**src/design/mrtu_pkg.sv**
```systemverilog
// Shared constants, states and the CRC step for the Modbus RTU message handler.
package mrtu_pkg;

    // ------------------------------------------------------------
    // Frame layout and limits
    // ------------------------------------------------------------
    localparam int          FRAME_MAX  = 41;
    localparam int          NREG       = 32;
    localparam logic [5:0]  FIXED_LEN  = 6'd8;
    localparam logic [5:0]  MIN_LEN    = 6'd4;
    localparam logic [5:0]  RSP_MIN    = 6'd5;
    localparam logic [5:0]  ECHO_PLEN  = 6'd6;
    localparam logic [5:0]  ERR_PLEN   = 6'd3;
    localparam logic [5:0]  READ_HDR   = 6'd3;
    localparam logic [5:0]  WRN_HDR    = 6'd7;
    localparam logic [8:0]  WRN_OVH    = 9'd9;
    localparam logic [15:0] MAX_WORDS  = 16'h0010;
    localparam logic [16:0] NREG_LIM   = 17'h00020;
    localparam logic [7:0]  BCAST_ADDR = 8'h00;
    localparam logic [7:0]  RSP_WAIT   = 8'h40;

    // ------------------------------------------------------------
    // Function and error codes
    // ------------------------------------------------------------
    localparam logic [7:0]  FC_READ    = 8'h03;
    localparam logic [7:0]  FC_WR1     = 8'h06;
    localparam logic [7:0]  FC_LOOP    = 8'h08;
    localparam logic [7:0]  FC_WRN     = 8'h10;
    localparam logic [7:0]  FC_ERR_BIT = 8'h80;
    localparam logic [7:0]  ERR_FUNC   = 8'h01;
    localparam logic [7:0]  ERR_ADDR   = 8'h02;
    localparam logic [7:0]  ERR_VALUE  = 8'h03;

    // ------------------------------------------------------------
    // CRC-16
    // ------------------------------------------------------------
    localparam logic [15:0] CRC_INIT   = 16'hffff;
    localparam logic [15:0] CRC_POLY   = 16'ha001;

    typedef enum logic [1:0] {SL_RX, SL_EXEC, SL_STORE, SL_TX} mrtu_slv_state_type;
    typedef enum logic [1:0] {MS_IDLE, MS_TX, MS_WAIT, MS_DONE} mrtu_mst_state_type;

    // Bit-serial, LSB first: the accumulator low byte is the first CRC byte on the wire.
    function automatic logic [15:0] crc_step(input logic [15:0] c, input logic [7:0] b);
        logic [15:0] r;
        r = c ^ {8'h00, b};
        for (int i = 0; i < 8; i++) begin
            r = r[0] ? ((r >> 1) ^ CRC_POLY) : (r >> 1);
        end
        return r;
    endfunction : crc_step

endpackage : mrtu_pkg

```
**src/design/mrtu_link_if.sv**
```systemverilog
// Byte-stream link between the master and the slave message handler.
`timescale 1ns/1ns
`default_nettype none
interface mrtu_link_if;
    logic       m2s_valid;
    logic [7:0] m2s_data;
    logic       m2s_last;
    logic       s2m_valid;
    logic [7:0] s2m_data;
    logic       s2m_last;

    modport slave_mp (input m2s_valid, m2s_data, m2s_last,
                      output s2m_valid, s2m_data, s2m_last);
    modport master_mp (output m2s_valid, m2s_data, m2s_last,
                       input s2m_valid, s2m_data, s2m_last);
endinterface : mrtu_link_if
`default_nettype wire

```
**src/design/mrtu_slave.sv**
```systemverilog
// Slave end: frame check, function execution and response building.
`timescale 1ns/1ns
`default_nettype none
module mrtu_slave (
    // Clock and reset
    input  wire logic        i_ref_clk,
    input  wire logic        i_sys_rst,
    // Link to the master
    mrtu_link_if.slave_mp    link,
    // Node address
    input  wire logic [7:0]  i_node_addr,
    // Register store notification
    output logic             o_wr_stb,
    output logic [15:0]      o_wr_addr,
    output logic [15:0]      o_wr_data,
    // Frame discard notification
    output logic             o_drop
);

    // ------------------------------------------------------------
    // State
    // ------------------------------------------------------------
    mrtu_pkg::mrtu_slv_state_type st_q, st_d;
    logic [7:0]  rx_q   [0:mrtu_pkg::FRAME_MAX-1];
    logic [7:0]  rx_d   [0:mrtu_pkg::FRAME_MAX-1];
    logic [15:0] regs_q [0:mrtu_pkg::NREG-1];
    logic [15:0] regs_d [0:mrtu_pkg::NREG-1];
    logic [5:0]  cnt_q, cnt_d;
    logic [5:0]  idx_q, idx_d;
    logic [5:0]  plen_q, plen_d;
    logic [15:0] crc_q, crc_d;
    logic [7:0]  err_q, err_d;
    logic        ovf_q, ovf_d;
    logic        quiet_q, quiet_d;
    logic        wr_stb_d, drop_d;
    logic [15:0] wr_addr_d, wr_data_d;

    logic [15:0] start, num;
    logic        num_ok, rng_ok, frame_ok;
    logic [7:0]  tx_byte;
    logic [4:0]  rd_idx;
    logic [15:0] rd_word;
    logic [5:0]  wk_hi;

    assign start    = {rx_q[2], rx_q[3]};
    assign num      = {rx_q[4], rx_q[5]};
    assign num_ok   = (num != 16'h0000) && (num <= mrtu_pkg::MAX_WORDS);
    assign rng_ok   = ({1'b0, start} + {1'b0, num}) <= mrtu_pkg::NREG_LIM;
    // A residue of zero after the two CRC bytes proves the whole frame.
    assign frame_ok = !ovf_q && (cnt_q >= mrtu_pkg::MIN_LEN) && (crc_q == 16'h0000)
                      && ((rx_q[0] == i_node_addr) || (rx_q[0] == mrtu_pkg::BCAST_ADDR));
    assign wk_hi    = mrtu_pkg::WRN_HDR + {idx_q[4:0], 1'b0};

    // ------------------------------------------------------------
    // Response byte generator
    // ------------------------------------------------------------
    assign rd_idx  = 5'(idx_q - mrtu_pkg::READ_HDR) >> 1;
    assign rd_word = regs_q[5'(start[4:0] + rd_idx)];

    always_comb begin
        if (idx_q == plen_q) begin
            tx_byte = crc_q[7:0];
        end else if (idx_q > plen_q) begin
            tx_byte = crc_q[15:8];
        end else if (err_q != 8'h00) begin
            unique case (idx_q)
                6'd0:    tx_byte = rx_q[0];
                6'd1:    tx_byte = rx_q[1] | mrtu_pkg::FC_ERR_BIT;
                default: tx_byte = err_q;
            endcase
        end else if (rx_q[1] == mrtu_pkg::FC_READ && idx_q >= 6'd2) begin
            if (idx_q == 6'd2) begin
                tx_byte = {num[6:0], 1'b0};
            end else begin
                tx_byte = idx_q[0] ? rd_word[15:8] : rd_word[7:0];
            end
        end else begin
            // Echo for 06H, 08H and the 10H header.
            tx_byte = rx_q[idx_q];
        end
    end

    assign link.s2m_valid = (st_q == mrtu_pkg::SL_TX);
    assign link.s2m_data  = tx_byte;
    assign link.s2m_last  = (st_q == mrtu_pkg::SL_TX) && (idx_q == plen_q + 6'd1);

    // ------------------------------------------------------------
    // Next state
    // ------------------------------------------------------------
    always_comb begin
        st_d      = st_q;
        rx_d      = rx_q;
        regs_d    = regs_q;
        cnt_d     = cnt_q;
        idx_d     = idx_q;
        plen_d    = plen_q;
        crc_d     = crc_q;
        err_d     = err_q;
        ovf_d     = ovf_q;
        quiet_d   = quiet_q;
        wr_stb_d  = 1'b0;
        drop_d    = 1'b0;
        wr_addr_d = o_wr_addr;
        wr_data_d = o_wr_data;
        unique case (st_q)
            mrtu_pkg::SL_RX: begin
                if (link.m2s_valid) begin
                    if (cnt_q < 6'(mrtu_pkg::FRAME_MAX)) begin
                        rx_d[cnt_q] = link.m2s_data;
                    end else begin
                        ovf_d = 1'b1;
                    end
                    if (cnt_q != 6'h3f) begin
                        cnt_d = cnt_q + 6'd1;
                    end
                    crc_d = mrtu_pkg::crc_step(crc_q, link.m2s_data);
                    if (link.m2s_last) begin
                        st_d = mrtu_pkg::SL_EXEC;
                    end
                end
            end
            mrtu_pkg::SL_EXEC: begin
                st_d    = mrtu_pkg::SL_RX;
                cnt_d   = 6'd0;
                ovf_d   = 1'b0;
                idx_d   = 6'd0;
                err_d   = 8'h00;
                crc_d   = mrtu_pkg::CRC_INIT;
                quiet_d = (rx_q[0] == mrtu_pkg::BCAST_ADDR)
                          || (i_node_addr == mrtu_pkg::BCAST_ADDR);
                if (!frame_ok) begin
                    drop_d = 1'b1;
                end else begin
                    plen_d = mrtu_pkg::ECHO_PLEN;
                    case (rx_q[1])
                        mrtu_pkg::FC_READ: begin
                            if (cnt_q != mrtu_pkg::FIXED_LEN || !num_ok) begin
                                err_d = mrtu_pkg::ERR_VALUE;
                            end else if (!rng_ok) begin
                                err_d = mrtu_pkg::ERR_ADDR;
                            end else begin
                                plen_d = mrtu_pkg::READ_HDR + {num[4:0], 1'b0};
                            end
                        end
                        mrtu_pkg::FC_WR1: begin
                            if (cnt_q != mrtu_pkg::FIXED_LEN) begin
                                err_d = mrtu_pkg::ERR_VALUE;
                            end else if (start >= 16'(mrtu_pkg::NREG)) begin
                                err_d = mrtu_pkg::ERR_ADDR;
                            end else begin
                                regs_d[start[4:0]] = num;
                                wr_stb_d  = 1'b1;
                                wr_addr_d = start;
                                wr_data_d = num;
                            end
                        end
                        mrtu_pkg::FC_LOOP: begin
                            if (cnt_q != mrtu_pkg::FIXED_LEN) begin
                                err_d = mrtu_pkg::ERR_VALUE;
                            end
                        end
                        mrtu_pkg::FC_WRN: begin
                            if ({3'b000, cnt_q} != mrtu_pkg::WRN_OVH + {1'b0, rx_q[6]}
                                || rx_q[6] != {num[6:0], 1'b0} || !num_ok) begin
                                err_d = mrtu_pkg::ERR_VALUE;
                            end else if (!rng_ok) begin
                                err_d = mrtu_pkg::ERR_ADDR;
                            end else begin
                                st_d = mrtu_pkg::SL_STORE;
                            end
                        end
                        default: err_d = mrtu_pkg::ERR_FUNC;
                    endcase
                    if (err_d != 8'h00) begin
                        plen_d = mrtu_pkg::ERR_PLEN;
                    end
                    if (st_d != mrtu_pkg::SL_STORE && !quiet_d) begin
                        st_d = mrtu_pkg::SL_TX;
                    end
                end
            end
            mrtu_pkg::SL_STORE: begin
                // One word per cycle keeps the write port single.
                wr_addr_d = start + {11'h000, idx_q[4:0]};
                wr_data_d = {rx_q[wk_hi], rx_q[wk_hi + 6'd1]};
                regs_d[wr_addr_d[4:0]] = wr_data_d;
                wr_stb_d  = 1'b1;
                idx_d     = idx_q + 6'd1;
                if ({10'h000, idx_d} == num) begin
                    idx_d = 6'd0;
                    st_d  = quiet_q ? mrtu_pkg::SL_RX : mrtu_pkg::SL_TX;
                end
            end
            mrtu_pkg::SL_TX: begin
                if (idx_q < plen_q) begin
                    crc_d = mrtu_pkg::crc_step(crc_q, tx_byte);
                end
                idx_d = idx_q + 6'd1;
                if (idx_q == plen_q + 6'd1) begin
                    idx_d = 6'd0;
                    crc_d = mrtu_pkg::CRC_INIT;
                    st_d  = mrtu_pkg::SL_RX;
                end
            end
        endcase
    end

    // ------------------------------------------------------------
    // Registers
    // ------------------------------------------------------------
    always_ff @(posedge i_ref_clk or posedge i_sys_rst) begin
        if (i_sys_rst) begin
            st_q      <= mrtu_pkg::SL_RX;
            cnt_q     <= 6'd0;
            idx_q     <= 6'd0;
            plen_q    <= 6'd0;
            crc_q     <= mrtu_pkg::CRC_INIT;
            err_q     <= 8'h00;
            ovf_q     <= 1'b0;
            quiet_q   <= 1'b0;
            o_wr_stb  <= 1'b0;
            o_wr_addr <= 16'h0000;
            o_wr_data <= 16'h0000;
            o_drop    <= 1'b0;
            for (int i = 0; i < mrtu_pkg::FRAME_MAX; i++) begin
                rx_q[i] <= 8'h00;
            end
            for (int i = 0; i < mrtu_pkg::NREG; i++) begin
                regs_q[i] <= 16'h0000;
            end
        end else begin
            st_q      <= st_d;
            cnt_q     <= cnt_d;
            idx_q     <= idx_d;
            plen_q    <= plen_d;
            crc_q     <= crc_d;
            err_q     <= err_d;
            ovf_q     <= ovf_d;
            quiet_q   <= quiet_d;
            o_wr_stb  <= wr_stb_d;
            o_wr_addr <= wr_addr_d;
            o_wr_data <= wr_data_d;
            o_drop    <= drop_d;
            rx_q      <= rx_d;
            regs_q    <= regs_d;
        end
    end

endmodule : mrtu_slave
`default_nettype wire

```
**src/flat_wrapper.sv**
```systemverilog
// flat-port wrapper written by rule: the top's interface ports become plain ports
module mrtu_slave_flat 
  (i_ref_clk, i_sys_rst, i_node_addr, o_wr_stb, o_wr_addr, o_wr_data, o_drop, link_m2s_valid, link_m2s_data, link_m2s_last, link_s2m_valid, link_s2m_data, link_s2m_last);
  mrtu_link_if link_i ();
  input  wire logic i_ref_clk;
  input  wire logic i_sys_rst;
  input  wire logic [7:0] i_node_addr;
  output logic o_wr_stb;
  output logic [15:0] o_wr_addr;
  output logic [15:0] o_wr_data;
  output logic o_drop;
  input wire logic [$bits(link_i.m2s_valid)-1:0] link_m2s_valid;
  input wire logic [$bits(link_i.m2s_data)-1:0] link_m2s_data;
  input wire logic [$bits(link_i.m2s_last)-1:0] link_m2s_last;
  output wire logic [$bits(link_i.s2m_valid)-1:0] link_s2m_valid;
  output wire logic [$bits(link_i.s2m_data)-1:0] link_s2m_data;
  output wire logic [$bits(link_i.s2m_last)-1:0] link_s2m_last;
  assign link_i.m2s_valid = link_m2s_valid;
  assign link_i.m2s_data = link_m2s_data;
  assign link_i.m2s_last = link_m2s_last;
  assign link_s2m_valid = link_i.s2m_valid;
  assign link_s2m_data = link_i.s2m_data;
  assign link_s2m_last = link_i.s2m_last;
  mrtu_slave u_core (.i_ref_clk(i_ref_clk), .i_sys_rst(i_sys_rst), .link(link_i), .i_node_addr(i_node_addr), .o_wr_stb(o_wr_stb), .o_wr_addr(o_wr_addr), .o_wr_data(o_wr_data), .o_drop(o_drop));
endmodule
```
**config.mk**
```make
export PLATFORM = sky130hd
export DESIGN_NAME = mrtu_slave_flat
export DESIGN_NICKNAME = d
export VERILOG_FILES = /design/src/design/mrtu_pkg.sv /design/src/design/mrtu_link_if.sv /design/src/design/mrtu_slave.sv /design/src/flat_wrapper.sv
export SDC_FILE = /design/constraint.sdc
export NUM_CORES = 2
export LEC_CHECK = 0
export BUFFER_PORTS_ARGS = -buffer_cell sky130_fd_sc_hd__buf_2
export CAP_MARGIN = 20
export CORE_AREA = 2 2 345 347
export CTS_CLUSTER_SIZE = 16
export DETAILED_ROUTE_END_ITERATION = 6
export DIE_AREA = 0 0 347 349
export PLACE_DENSITY = 0.57
export SYNTH_ARGS = -nofsm -noshare
export SYNTH_HDL_FRONTEND = slang
export SYNTH_SLANG_ARGS = --single-unit
```
**constraint.sdc**
```tcl
create_clock -name i_ref_clk -period 34.8 [get_ports i_ref_clk]
set_input_delay 0 -clock i_ref_clk [delete_from_list [all_inputs] [get_ports i_ref_clk]]
set_output_delay 0 -clock i_ref_clk [all_outputs]
set_load 0.005 [all_outputs]
```
==> flow_summary.ini <==
[status]
status = complete, no violations

[worst_setup_path]
worst_setup_path_start_kind = flip-flop
crit_path_end_kind = flip-flop
path_class = reg -> reg
cp_slowest_stage_delay_ns = 1.11
crit_required_ns = 35.44
cp_slowest_cell = fa_4
crit_chain = inv_1 -> ha_4 -> ha_4 -> fa_4 -> buf_4 -> mux4_2 -> a221oi_1 -> a31oi_1 -> mux4_2 -> nand4_1 -> nand4_2 -> or3b_1 -> o211ai_2 -> xor2_2 -> xnor3_1 -> and3_1 -> or3_1
crit_path_max_fanout = 56
worstPathArrival_ns = 8.15

[global_route]
grt_pass1_vias = 40200
grt_overflow = 0
grt_start_max_net_pins = 160
met3_usage_pct = 7.05
track_usage_pct = 31.8
grt_pass1_wl_um = 286000
grt_busiest_layer = met1
grt_util_met1_pct = 47.3
grt_antenna_before_repair = 6
grtUsageMet2_pct = 45.3

[cells_and_area]
layout.nets = 4884
design_area_mm2 = 0.0584
final_core_util_pct = 49.7
multiInputGateArea_mm2 = 0.0279
fillers = 10600
area_growth_pct = 11.0
layout_common_cells = dfrtp_1, nand2_1, o21ai_0
final_common_cell = dfrtp_1
drive_gt1_share_pct = 22.4
seqCellArea_mm2 = 0.0229

[yosys]
yosysWarnings = 0
synthesis.nets = 5015
synth_area_mm2 = 0.0526
synth_seq_cells = 914
synth_cells = 4941
avgSynthCellArea_um2 = 10.6
ys_seq_area_share_pct = 43.5
yosys.cell_types.count = 87
synthFlopType = dfrtp_1
postSynth.asyncResetShare_pct = 100
synth_edf_count = 0

[min_path]
hold_class = in -> async

[power]
leakage_uw = 0.0234
fin_total_pwr_uw = 3390
vdd_drop_max_uv = 45.5
powerDensity_mw_per_mm2 = 58.0

[sta]
finalSetupViolCount = 0
relSlewSlack_pct = 19.1
finalHoldViolations = 0
fmax_mhz = 133
worst_slew_pin_slew_ns = 1.21
post-route-period-util_pct = 21.6
holdWs_ns = 0.0428
period_needed_ns = 7.52
slew_violations = 0
clock_skew_ns = 0.0379
rsz0062_at_grt = false
setup_tns_ns = 0

[cts]
post_cts_resized = 0
tritoncts = built
h-tree-depth = 3
cts.reportedPaths.clkPinSlew_ns = 0.06
cts.sinks = 914
clock_latency_ns = 0.72
cts_root_buffer = clkbuf_16
cts.path.max_buffers = 3
cts_buffers = 103

[job]
maxCapViolations = 0

[route]
viasPerCell = 6.62
dr.pass1.iters = 6
ant_nets = 0
wire_per_inst_um = 30.2
routed_wl_um = 194000
initialDrtViolationCount = 5100
vias = 42600
drc = 0

[floorplan]
die_w_um = 347
fp.dieH_um = 349
core_area_mm2 = 0.117
num_rows = 126
start_util_pct = 44.8
die-area_mm2 = 0.121
io-pin-count = 64

[place]
place.gp.congestion = 0.985
placed_area_mm2 = 0.0542
placement.io_buffers = 63
place_hpwl_um = 128000
[routing by layer]
| metal | vias up | routed length, um |
|---|---|---|
| met3 | 380 | 19800 |
| met4 | 10 | 7690 |
| li1 | 18100 | - |
| met1 | 21700 | 84600 |
| met5 | - | 246 |
| met2 | 2361 | 81700 |
[Yosys cell counts (14+ instances only)]
master	count	area share [%]
dfrtp_1	898	43
nand2_1	778	5.6
o21ai_0	556	5.3
clkbuf_1	354	2.5
mux2_2	333	7.1
mux4_2	308	13
a22oi_1	266	3.8
nor2_1	249	1.8
o22a_1	176	2.9
a21oi_1	122	1.2
a32oi_1	65	1.1
xnor2_1	59	0.98
buf_1	54	0.39
ha_1	51	1.2
mux2i_1	51	0.97
nand3_1	51	0.49
xor2_1	48	0.80
buf_2	40	0.38
inv_1	37	0.26
nor3_1	26	0.25
and3_1	23	0.27
nor2b_1	23	0.27
o21a_1	23	0.33
a31oi_1	22	0.26
o221ai_1	20	0.33
nor4_1	19	0.23
a221oi_1	18	0.30
nand2b_1	18	0.21
a21o_1	17	0.24
and2_1	16	0.19
dfstp_2	16	0.80
o211ai_1	14	0.20
[critical path, delay by kind of cell (launching register included)]
family | cells | cell delay [ns]
AO/OA/AOI/OAI | 3 | 0.71
AND/OR/NAND/NOR | 5 | 1.27
buffers and inverters | 2 | 0.96
XOR/XNOR | 2 | 0.67
adder cells (fa/ha/maj) | 3 | 1.61
multiplexers | 2 | 1.19
flip-flops | 1 | 0.97
[path summary, 6_finish.rpt]
path	from	endpoint	slack (ns)	cells after the start
max	u_core.idx_q[0]	u_core.crc_q[0]	27.28	17
min	i_sys_rst	u_core.rx_q[151]	0.04	3
max reg2reg	u_core.idx_q[0]	u_core.crc_q[0]	27.28	17
min reg2reg	u_core.regs_q[128]	u_core.regs_q[128]	0.47	2
max in group asynchronous	i_sys_rst	u_core.regs_q[74]	31.72	6
min in group i_ref_clk	link_m2s_data[5]	u_core.rx_q[117]	0.05	3
[cells by family after synthesis]
kind of cell	share of synthesized area, %
and+or+nand+nor	10.3
buffers and inverters	3.87
AOI/OAI and AO/OA	17.1
xor gates and xnor gates	1.93
DFF	43.5
adders and majority gates	1.33
muxes	21.9
[flip-flops by register name, indices dropped and copies added, names as in the netlist]
signal	count
u_core.o_wr_stb	1
u_core.num	16
u_core.quiet_q	1
u_core.o_drop	1
u_core.err_q	2
u_core.plen_q	6
u_core.rx_q	312
u_core.cnt_q	6
u_core.ovf_q	1
u_core.regs_q	512
u_core.idx_q	6
u_core.o_wr_addr	16
u_core.crc_q	16
u_core.o_wr_data	16
u_core.st_q	2
[layout make-up]
class	instances	area share (%)
timing repair buffer	228	3.39
tap	1536	3.29
inverter	39	0.264
clock buffer	157	5.18
clock inverter	36	0.808
sequential	914	39.2
antenna	1	0.00429
multi-input combinational	3524	47.8
[repair_timing]
action / in CTS / in global routing
buffers inserted: 0 / 0
hold buffers: 12 / 0
hold endpoints to repair: 151 / 0
setup endpoints to repair: 0 / 0
[metrics by stage]
stage / instances / setup WS (ns)
after floorplan: 4941 / 9.13
after global routing: 6434 / 27.04
after CTS: 6404 / 27.25
after detailed placement: 6199 / 27.26
final: 6435 / 27.28
after global placement: 6195 / 27.34
[power breakdown]
group / switching [uW] / leakage (uW) / internal [uW]
Sequential: 112 / 0.0125 / 1110
Clock: 479 / 0.00172 / 667
Combinational: 683 / 0.00920 / 335
(Power assumes the default switching activity.)
